File: config.mk
export PLATFORM = sky130hd
export DESIGN_NAME = phy_port_control_regs
export DESIGN_NICKNAME = d
export VERILOG_FILES = /design/src/hdl/phy_port_slice.v /design/src/hdl/phy_port_control_regs.v
export VERILOG_INCLUDE_DIRS = /design/src /design/src/hdl
export SDC_FILE = /design/constraint.sdc
export NUM_CORES = 1
export LEC_CHECK = 0
export ABC_AREA = 1
export BUFFER_PORTS_ARGS = -buffer_cell sky130_fd_sc_hd__buf_2
export CAP_MARGIN = 20
export CORE_MARGIN = 2
export CORE_UTILIZATION = 35
export DETAILED_ROUTE_END_ITERATION = 10
export PLACE_DENSITY_LB_ADDON = 0.05
export SYNTH_ARGS = -nofsm -noshare
export SYNTH_HDL_FRONTEND = slang
export SYNTH_HIERARCHICAL = 1
export SYNTH_SLANG_ARGS = --single-unit
File: constraint.sdc
create_clock -name clock -period 1.9 [get_ports clock]
set_clock_uncertainty 0.1 [all_clocks]
set_input_delay 0.19 -clock clock [delete_from_list [all_inputs] [get_ports clock]]
set_output_delay 0.19 -clock clock [all_outputs]
set_load 0.005 [all_outputs]
File: src/hdl/phy_port_control_consts.vh
// Offsets, field positions, reset values and timing counts of the PHY port control registers
`ifndef PHY_PORT_CONTROL_CONSTS_VH
`define PHY_PORT_CONTROL_CONSTS_VH

// ----------------------------------------
// Register offsets
// ----------------------------------------
`define PORT1_CTRL_A_OFFSET 8'h1c
`define PORT2_CTRL_A_OFFSET 8'h2c
`define PORT3_CTRL_A_OFFSET 8'h3c
`define PORT1_CTRL_B_OFFSET 8'h1d
`define PORT2_CTRL_B_OFFSET 8'h2d
`define PORT3_CTRL_B_OFFSET 8'h3d

// ----------------------------------------
// Control A fields
// ----------------------------------------
`define CA_NEG_ENABLE 7
`define CA_FORCE_SPEED 6
`define CA_FORCE_DUPLEX 5
`define CA_ADV_PAUSE 4
`define CA_ADV_100FD 3
`define CA_ADV_100HD 2
`define CA_ADV_10FD 1
`define CA_ADV_10HD 0
`define CA_ADV_RESET 5'h1f

// ----------------------------------------
// Control B fields
// ----------------------------------------
`define CB_LED_OFF 7
`define CB_TX_DISABLE 6
`define CB_RESTART_NEG 5
`define CB_FAR_FAULT_OFF 4
`define CB_POWER_DOWN 3
`define CB_XOVER_OFF 2
`define CB_FORCE_MDI 1
`define CB_RESET 8'h00

// ----------------------------------------
// Timing
// ----------------------------------------
`define RESTART_PULSE_CYCLES 4'h1

`endif

File: src/hdl/phy_port_slice.v
// Control registers and PHY control outputs of one copper port
`timescale 1ns/1ps
`include "phy_port_control_consts.vh"

module phy_port_slice (
	// System
	input wire clock,
	input wire reset_n,
	// Register access
	input wire writeA,
	input wire writeB,
	input wire [7:0] writeData,
	// Straps, already synchronised
	input wire strapCapture,
	input wire strapNegEnable,
	input wire strapSpeed,
	input wire strapDuplex,
	// PHY status
	input wire negDone,
	input wire [1:0] rawIndicator,
	// Register contents
	output wire [7:0] controlA,
	output wire [7:0] controlB,
	// PHY control
	output reg negEnable,
	output reg speed100,
	output reg fullDuplex,
	output reg [4:0] advertise,
	output reg restartNeg,
	output reg txDisable,
	output reg farFaultOff,
	output reg powerDown,
	output reg autoCrossover,
	output reg mdiMode,
	output reg portIndicatorHi,
	output reg portIndicatorLo
);

	reg [7:0] regA;
	reg [7:0] regB;

	assign controlA = regA;
	// Restart reads back the moment it is written; it is cleared on the next edge without a control B write
	assign controlB = regB;

	always @(posedge clock or negedge reset_n) begin
		if (!reset_n) begin
			regA <= {3'h7, `CA_ADV_RESET};
			regB <= `CB_RESET;
		end else begin
			if (strapCapture) begin
				regA[`CA_NEG_ENABLE] <= strapNegEnable;
				regA[`CA_FORCE_SPEED] <= strapSpeed;
				regA[`CA_FORCE_DUPLEX] <= strapDuplex;
			end else if (writeA) begin
				regA <= writeData;
			end
			if (writeB) begin
				regB <= writeData;
			end else begin
				// Self-clearing for readback only; restartNeg pulses on every write of 1 whatever this bit holds
				regB[`CB_RESTART_NEG] <= 1'b0;
			end
		end
	end

	always @(posedge clock or negedge reset_n) begin
		if (!reset_n) begin
			negEnable <= 1'b1;
			speed100 <= 1'b1;
			fullDuplex <= 1'b1;
			advertise <= `CA_ADV_RESET;
			restartNeg <= 1'b0;
			txDisable <= 1'b0;
			farFaultOff <= 1'b0;
			powerDown <= 1'b0;
			autoCrossover <= 1'b1;
			mdiMode <= 1'b0;
			portIndicatorHi <= 1'b1;
			portIndicatorLo <= 1'b1;
		end else begin
			negEnable <= regA[`CA_NEG_ENABLE];
			speed100 <= regA[`CA_FORCE_SPEED];
			// Forced duplex governs unless negotiation is on and has finished
			if (!regA[`CA_NEG_ENABLE] || !negDone) begin
				fullDuplex <= regA[`CA_FORCE_DUPLEX];
			end else begin
				fullDuplex <= regA[`CA_ADV_100FD] | regA[`CA_ADV_10FD];
			end
			advertise[4] <= regA[`CA_ADV_PAUSE];
			advertise[3] <= regA[`CA_ADV_100FD];
			advertise[2] <= regA[`CA_ADV_100HD];
			advertise[1] <= regA[`CA_ADV_10FD];
			advertise[0] <= regA[`CA_ADV_10HD];
			restartNeg <= writeB & writeData[`CB_RESTART_NEG];
			txDisable <= regB[`CB_TX_DISABLE];
			farFaultOff <= regB[`CB_FAR_FAULT_OFF];
			powerDown <= regB[`CB_POWER_DOWN];
			autoCrossover <= ~regB[`CB_XOVER_OFF];
			mdiMode <= regB[`CB_XOVER_OFF] & regB[`CB_FORCE_MDI];
			portIndicatorHi <= regB[`CB_LED_OFF] | rawIndicator[1];
			portIndicatorLo <= regB[`CB_LED_OFF] | rawIndicator[0];
		end
	end

endmodule

File: src/hdl/phy_port_control_regs.v
// Control register bank for the two copper PHY ports of the switch
`timescale 1ns/1ps
`include "phy_port_control_consts.vh"


module phy_port_control_regs (
	// System
	input wire clock,
	input wire reset_n,
	// Register port from the management interface
	input wire [7:0] regAddr,
	input wire regWrite,
	input wire [7:0] regWriteData,
	// Read data, one edge behind regAddr
	output reg [7:0] regReadData,
	// Strap pins of port 1, asynchronous
	input wire portOneNegStrap,
	input wire portOneSpeedStrap,
	input wire portOneDuplexStrap,
	// Strap pins of port 2, asynchronous
	input wire portTwoNegStrap,
	input wire portTwoSpeedStrap,
	input wire portTwoDuplexStrap,
	// PHY status, same clock
	input wire [1:0] negDone,
	input wire [3:0] rawIndicator,
	// PHY control, index 0 is port 1
	output wire [1:0] negEnable,
	output wire [1:0] speed100,
	output wire [1:0] fullDuplex,
	output wire [9:0] advertise,
	// Line control
	output wire [1:0] restartNeg,
	output wire [1:0] txDisable,
	output wire [1:0] farFaultOff,
	output wire [1:0] powerDown,
	output wire [1:0] autoCrossover,
	output wire [1:0] mdiMode,
	// Indicators, high is dark
	output wire [1:0] portIndicatorHi,
	output wire [1:0] portIndicatorLo
);

	// ----------------------------------------
	// Strap capture
	// ----------------------------------------
	// Straps pass two flops; the second stage is loaded into the
	// registers once both stages hold pin levels, three edges after release.
	wire [5:0] strapPins;
	reg [5:0] strapMeta;
	reg [5:0] strapSync;
	reg [1:0] captureDelay;
	wire strapCapture;

	assign strapPins = {portTwoDuplexStrap, portTwoSpeedStrap, portTwoNegStrap,
		portOneDuplexStrap, portOneSpeedStrap, portOneNegStrap};

	always @(posedge clock or negedge reset_n) begin
		if (!reset_n) begin
			strapMeta <= 6'h00;
			strapSync <= 6'h00;
		end else begin
			strapMeta <= strapPins;
			strapSync <= strapMeta;
		end
	end

	// Waits out both synchroniser stages, then parks
	always @(posedge clock or negedge reset_n) begin
		if (!reset_n) begin
			captureDelay <= 2'h0;
		end else if (captureDelay != 2'h3) begin
			captureDelay <= captureDelay + 2'h1;
		end
	end

	// A control A write on the capture edge is lost to the straps
	assign strapCapture = (captureDelay == 2'h2);

	// ----------------------------------------
	// Address decode
	// ----------------------------------------
	// One-hot select shared by the write strobes and the read path.
	// Third port locations match nothing: writes dropped, reads zero.
	function [3:0] selectReg;
		input [7:0] addr;
		begin
			case (addr)
				`PORT1_CTRL_A_OFFSET: selectReg = 4'h1;
				`PORT2_CTRL_A_OFFSET: selectReg = 4'h2;
				`PORT1_CTRL_B_OFFSET: selectReg = 4'h4;
				`PORT2_CTRL_B_OFFSET: selectReg = 4'h8;
				default: selectReg = 4'h0;
			endcase
		end
	endfunction

	wire [3:0] regSelect;
	wire [7:0] ctrlA1;
	wire [7:0] ctrlA2;
	wire [7:0] ctrlB1;
	wire [7:0] ctrlB2;
	wire wrA1;
	wire wrA2;
	wire wrB1;
	wire wrB2;
	reg [7:0] readMux;

	assign regSelect = selectReg(regAddr);
	assign wrA1 = regWrite & regSelect[0];
	assign wrA2 = regWrite & regSelect[1];
	assign wrB1 = regWrite & regSelect[2];
	assign wrB2 = regWrite & regSelect[3];

	always @* begin
		case (regSelect)
			4'h1: readMux = ctrlA1;
			4'h2: readMux = ctrlA2;
			4'h4: readMux = ctrlB1;
			4'h8: readMux = ctrlB2;
			default: readMux = 8'h00;
		endcase
	end

	// ----------------------------------------
	// Read data
	// ----------------------------------------
	// Registered so the port never shows decode glitches; a value
	// written on one edge is read back from the following edge.
	always @(posedge clock or negedge reset_n) begin
		if (!reset_n) begin
			regReadData <= 8'h00;
		end else begin
			regReadData <= readMux;
		end
	end

	// ----------------------------------------
	// Port 1 slice
	// ----------------------------------------
	phy_port_slice portOne (
		.clock(clock),
		.reset_n(reset_n),
		.writeA(wrA1),
		.writeB(wrB1),
		.writeData(regWriteData),
		.strapCapture(strapCapture),
		.strapNegEnable(strapSync[0]),
		.strapSpeed(strapSync[1]),
		.strapDuplex(strapSync[2]),
		.negDone(negDone[0]),
		.rawIndicator(rawIndicator[1:0]),
		.controlA(ctrlA1),
		.controlB(ctrlB1),
		.negEnable(negEnable[0]),
		.speed100(speed100[0]),
		.fullDuplex(fullDuplex[0]),
		.advertise(advertise[4:0]),
		.restartNeg(restartNeg[0]),
		.txDisable(txDisable[0]),
		.farFaultOff(farFaultOff[0]),
		.powerDown(powerDown[0]),
		.autoCrossover(autoCrossover[0]),
		.mdiMode(mdiMode[0]),
		.portIndicatorHi(portIndicatorHi[0]),
		.portIndicatorLo(portIndicatorLo[0])
	);

	// ----------------------------------------
	// Port 2 slice
	// ----------------------------------------
	phy_port_slice portTwo (
		.clock(clock),
		.reset_n(reset_n),
		.writeA(wrA2),
		.writeB(wrB2),
		.writeData(regWriteData),
		.strapCapture(strapCapture),
		.strapNegEnable(strapSync[3]),
		.strapSpeed(strapSync[4]),
		.strapDuplex(strapSync[5]),
		.negDone(negDone[1]),
		.rawIndicator(rawIndicator[3:2]),
		.controlA(ctrlA2),
		.controlB(ctrlB2),
		.negEnable(negEnable[1]),
		.speed100(speed100[1]),
		.fullDuplex(fullDuplex[1]),
		.advertise(advertise[9:5]),
		.restartNeg(restartNeg[1]),
		.txDisable(txDisable[1]),
		.farFaultOff(farFaultOff[1]),
		.powerDown(powerDown[1]),
		.autoCrossover(autoCrossover[1]),
		.mdiMode(mdiMode[1]),
		.portIndicatorHi(portIndicatorHi[1]),
		.portIndicatorLo(portIndicatorLo[1])
	);

endmodule

Yosys cells after proc, flatten, opt, wreduce, memory -nomap -nowiden
Index checks and enable logic that the tools add are counted.
{"block": "totals", "regBits": 86, "input_bits": 31, "out_inout_bits": 40, "elab_cells": 84}
{"block": "op_classes", "addsub": 1, "n_eq_ne": 10, "n_mux": 10, "bitwise": 17, "n_reduce_logical": 10}
{"op": "$pmux 8 s4", "count": 1}
{"op": "$eq 8x5->1 const B", "count": 2}
{"op": "$eq 8x6->1 const B", "count": 2}
{"op": "$mux 8", "count": 2}
{"op": "$pmux 4 s4", "count": 1}
{"op": "$and 1x1->1", "count": 8}
{"op": "$mux 3", "count": 2}
{"op": "$or 1x1->1", "count": 6}
{"op": "$eq 4x1->1 const B", "count": 1}
{"op": "$eq 4x2->1 const B", "count": 1}
{"op": "$eq 4x3->1 const B", "count": 1}
{"op": "$eq 4x4->1 const B", "count": 1}
{"op": "$logic_not 1->1", "count": 4}
{"op": "$mux 1", "count": 4}
{"op": "$reduce_and 2->1", "count": 2}
{"op": "$reduce_bool 2->1", "count": 2}
{"op": "$not 1->1", "count": 3}
{"op": "$add 2x1->2 const B", "count": 1}
{"op": "$eq 2x2->1 const B", "count": 1}
{"op": "$logic_or 1x1->1", "count": 2}
{"op": "$ne 2x2->1 const B", "count": 1}

Longest topological paths before layout
{"block": "depth", "depth_word": 5, "mapped_depth": 10}

Hierarchy
The synthesis kept the hierarchy.
{"mod": "phy_port_slice", "n_inst": 2, "cells_per_inst": 96, "area_each_um2": 1076.0}
{"mod": "phy_port_control_regs", "n_inst": 1, "cells_per_inst": 129, "area_each_um2": 1111.1}

Worst setup path before layout
Ideal clock, no wire load.
{"block": "synth_timing", "path_type": "input -> register", "start": "input regAddr[1]", "end": "register portOne.regA[0], in the netlist portOne/controlA[0]", "setup_time_ns": 0.060, "t_arrival_ns": 1.288, "required_time_ns": 1.740, "setup_slack_ns": 0.452, "path_stages": 10, "n_path_buf": 1, "path_cell_list": "inv_1 > nand2_2 > nor2_4 > buf_6 > nand2_1 > nor2_1 > inv_2 > nor2_2 > nand2_1 > nand2_1"}
{"block": "synth_between", "elab_chain_len": 4, "word_cells_on_any_way": 7, "cone_classes": "4 x eq/ne; 1 x mux; 1 x bitwise; 1 x reduce/logical"}
{"item": "start, declared", "line_no": "phy_port_control_regs.v:11", "rtl": "input wire [7:0] regAddr,"}
{"item": "$eq 8x6->1 or $eq 8x5->1 (tied branches)", "line_no": "phy_port_control_regs.v:88", "rtl": "case (addr)"}
{"item": "$pmux 4 s4 (*)", "line_no": "phy_port_control_regs.v:88"}
{"item": "$and 1x1->1 (*)", "line_no": "phy_port_control_regs.v:110", "rtl": "assign wrA1 = regWrite & regSelect[0];"}
{"item": "via wrA1", "line_no": "phy_port_control_regs.v:103", "rtl": "wire wrA1;"}
{"item": "$reduce_and 2->1 (no source line) (*)"}
{"item": "end signal, assigned by index", "line_no": "phy_port_slice.v:53", "rtl": "regA[`CA_FORCE_SPEED] <= strapSpeed;"}
{"item": "end signal, assigned by index", "line_no": "phy_port_slice.v:54", "rtl": "regA[`CA_FORCE_DUPLEX] <= strapDuplex;"}
{"item": "end signal, assigned", "line_no": "phy_port_slice.v:56", "rtl": "regA <= writeData;"}
{"item": "end, declared", "line_no": "phy_port_slice.v:39", "rtl": "reg [7:0] regA;"}
Mark *: on every way through the listed nets, which the timed path passes. The rest lies on a longest branch.
A chain may end at the register's enable or synchronous reset.

Worst setup path in the final report
{"block": "layout_timing", "start": "register captureDelay[0]", "end": "register portTwo.regA[3], in the netlist portTwo/controlA[3]"}
{"block": "layout_between", "elab_chain_len": 3}
{"item": "start, declared", "line_no": "phy_port_control_regs.v:52", "rtl": "reg [1:0] captureDelay;"}
{"item": "start signal, assigned", "line_no": "phy_port_control_regs.v:73", "rtl": "captureDelay <= captureDelay + 2'h1;"}
{"item": "$eq 2x2->1", "line_no": "phy_port_control_regs.v:78", "rtl": "assign strapCapture = (captureDelay == 2'h2);"}
{"item": "via strapCapture", "line_no": "phy_port_control_regs.v:53", "rtl": "wire strapCapture;"}
{"item": "$not 1->1 (no source line)"}
{"item": "$reduce_and 2->1 (no source line)"}
{"item": "end signal, assigned by index", "line_no": "phy_port_slice.v:53"}
{"item": "end signal, assigned by index", "line_no": "phy_port_slice.v:54"}
{"item": "end signal, assigned", "line_no": "phy_port_slice.v:56"}
{"item": "end, declared", "line_no": "phy_port_slice.v:39"}
The timed path passes the listed nets, and every way through them passes these cells.

==> flow_metrics.py <==
metrics = {
    "cells_and_area": {
        "final_cell_mix": "nand2_1, buf_2, dfrtp_1",
        "multi_input_area_um2": 871,
        "drive_above_1_share": 0.366,
        "antenna_cells": 0,
        "regArea_um2": 2150,
        "fill_cells": 881,
        "areaGrowthSynthToFinish_pct": 26.5,
        "design_area_um2": 4130,
        "nNetsFinal": 457,
        "fin_cells": 540,
        "layout_commonest_cell": "nand2_1",
    },
    "pwr": {
        "peakVddDrop_v": 0.000349,
        "power.density_nw_per_um2": 806,
        "swShare": 0.240,
        "clockPowerShare": 0.323,
        "intPower_mw": 2.53,
        "p_leak_nw": 2.07,
        "seq_power_share": 0.600,
        "switching_power_mw": 0.799,
        "p_comb_frac": 0.077,
    },
    "yosys": {
        "yosysWarnings": 6,
        "avgSynthCellArea_um2": 10.2,
        "synthTopCellsByArea": "dfrtp_1, dfstp_2, nand2_1",
        "ys_seq_elements": 84,
        "syn-cell-area_um2": 3260,
        "netlist.area_leader.share": 0.353,
        "postSynthCellCount": 321,
        "synth_top_area_cell": "dfrtp_1",
        "seq_area_frac_synth": 0.659,
        "synthesis.nets": 354,
        "synth_cell_types": 18,
    },
    "critical_path": {
        "crit_arrival_ns": 1.64,
        "crit_required_ns": 2.09,
        "reg2regPathDepth": 6,
        "crit_fanout": 8,
        "cp-end-kind": "register",
        "crit_type": "register to register",
        "startpoint_type": "register",
    },
    "timing": {
        "min_period_ns": 1.46,
        "grt_setup_unrepaired": "false",
        "setup-tns-final_ns": 0,
        "post-route-period-util": 0.766,
        "relSlewSlack": 0.713,
        "hold_viol": 0,
        "setup_viol": 0,
        "slew_viol_final": 0,
        "max_freq_ghz": 0.687,
        "worst_slack_ns": 0.445,
        "worst_pin_slew_ns": 0.430,
    },
    "clock_tree": {
        "clock_latency_ns": 0.34,
        "postCtsResizedCells": 0,
        "path_clk_slew_ns": 0.08,
        "cts.sinks": 84,
        "ctsLongestPathBuffers": 2,
        "cts-buffers-inserted": 9,
        "cts_root_buf": "clkbuf_8",
        "h-tree-depth": 3,
        "cts_tree": "done",
    },
    "grt": {
        "track_usage": 0.143,
        "grt.overflow.total": 0,
        "grt_pass1_wl_um": 10900,
        "grt_max_degree": 85,
        "grt_pass1_vias": 2256,
        "antenna_found_initial": 0,
    },
    "placed_design": {
        "io_buffers": 70,
        "dp_slack_ns": 0.413,
        "hpwl_um": 4850,
        "place_congestion": 0.729,
        "place_area_um2": 3790,
        "placed_cells_incl_taps": 506,
    },
    "die": {
        "core_area_um2": 9150,
        "die_w_um": 101,
        "num_io_pins": 71,
        "chipHeight_um": 101,
        "dieArea_um2": 10100,
        "rows": 35,
        "initial_utilization": 0.357,
    },
    "routing": {
        "drc": 0,
        "wire_per_inst_um": 12.6,
        "wirelength_um": 6830,
        "vias": 2335,
        "antenna_left": 0,
        "drt_iter0_markers": 88,
        "via_per_inst": 4.32,
        "first_pass_iters": 4,
    },
    "outcome": {
        "status": "completed",
    },
    "flow_run": {
        "cap_violations": 0,
    },
    "worst_hold_path": {
        "min_path_cells": 3,
        "hold_class": "primary input to register",
    },
}
-- repair_timing --
item                      CTS  global route
hold buffers               18             0
hold endpoints to repair   68             0
buffers inserted            0             0
-- routing by layer --
layer / track usage / up-vias / wire length [µm]
li1: - / 1188 / -
met2: 0.233 / 58 / 3290
met3: 0.0402 / 5 / 292
met5: 0 / - / 0
met1: 0.184 / 1084 / 3180
met4: 0.0474 / 0 / 68
-- cells by family (layout without fill, tap and decap cells) --
logic type | Yosys count | after routing | synth area share
buffers and inverters | 54 | 162 | 0.0744
and+or+nand+nor | 163 | 163 | 0.230
adders and majority gates | 2 | 2 | 0.00767
DFF | 84 | 84 | 0.659
AOI/OAI and AO/OA | 17 | 17 | 0.0261
xor gates and xnor gates | 1 | 1 | 0.00268
-- worst max-delay path, stage by stage, from the launching register on --
cell     delay, ns
dfrtp_1       0.40
inv_1         0.06
ha_1          0.30
buf_4         0.20
nor2_2        0.21
nand2_1       0.09
nand2_1       0.07
-- sequential cells by signal, indices dropped and copies added (netlist names), 2 cells and up --
name               cells
strapMeta              6
portTwo/controlA       8
portTwo/controlB       8
portTwo/advertise      5
captureDelay           2
strapSync              6
portOne/controlA       8
portOne/controlB       8
portOne/advertise      5
regReadData            8
-- synth_stat cells --
cell	count
xnor2_1	1
dfrtp_1	46
nand2_2	8
ha_1	2
dfstp_2	38
buf_6	4
inv_2	2
nand3_1	40
nor2_2	2
nand2_1	93
o21ai_0	17
buf_2	2
nor2_1	8
or2_2	4
nor2_4	4
nand3_2	4
inv_1	44
buf_4	2
-- metrics by stage --
step,hold slack [ns],total power [mW],utilization
after floorplan,-0.206,2.10,-
after global placement,0.159,2.26,0.414
after detailed placement,0.158,2.27,0.414
after CTS,0.000634,3.39,0.451
after global routing,0.0143,3.51,0.451
final,0.0176,3.33,0.451
-- power groups by stage --
| stage | clock, mW | sequential (mW) | combinational [mW] |
|---|---|---|---|
| finish | 1.08 | 2.00 | 0.257 |
| global route | 1.20 | 2.01 | 0.294 |
| CTS | 1.13 | 2.00 | 0.264 |
| detailed placement | 0 | 2.03 | 0.235 |
| global placement | 0 | 2.03 | 0.233 |
| floorplan | 0 | 2.02 | 0.0817 |
-- final cells by class --
class                           count  area share
Sequential cell                    84       0.521
Multi-Input combinational cell    183       0.211
Timing Repair Buffer              100       0.154
Inverter                           46      0.0418
Tap cell                          111      0.0336
Clock buffer                       12      0.0327
Clock inverter                      4     0.00606
-- path summary, 6_finish.rpt --
| kind | startpoint | end | slack [ns] |
|---|---|---|---|
| max | captureDelay[0]$_DFFE_PN0P_ | portTwo/controlA[3]$_DFFE_PN1P_ | 0.44 |
| min | regWriteData[5] | portTwo/controlB[5]$_DFF_PN0_ | 0.02 |
| max reg2reg | captureDelay[0]$_DFFE_PN0P_ | portTwo/controlA[3]$_DFFE_PN1P_ | 0.44 |
| min reg2reg | strapMeta[4]$_DFF_PN0_ | strapSync[4]$_DFF_PN0_ | 0.25 |
| max in group asynchronous | reset_n | portOne/controlA[6]$_DFFE_PN1P_ | 1.02 |
| min in group asynchronous | reset_n | portTwo/farFaultOff$_DFF_PN0_ | 0.31 |
Power figures use the tool's default switching activity.
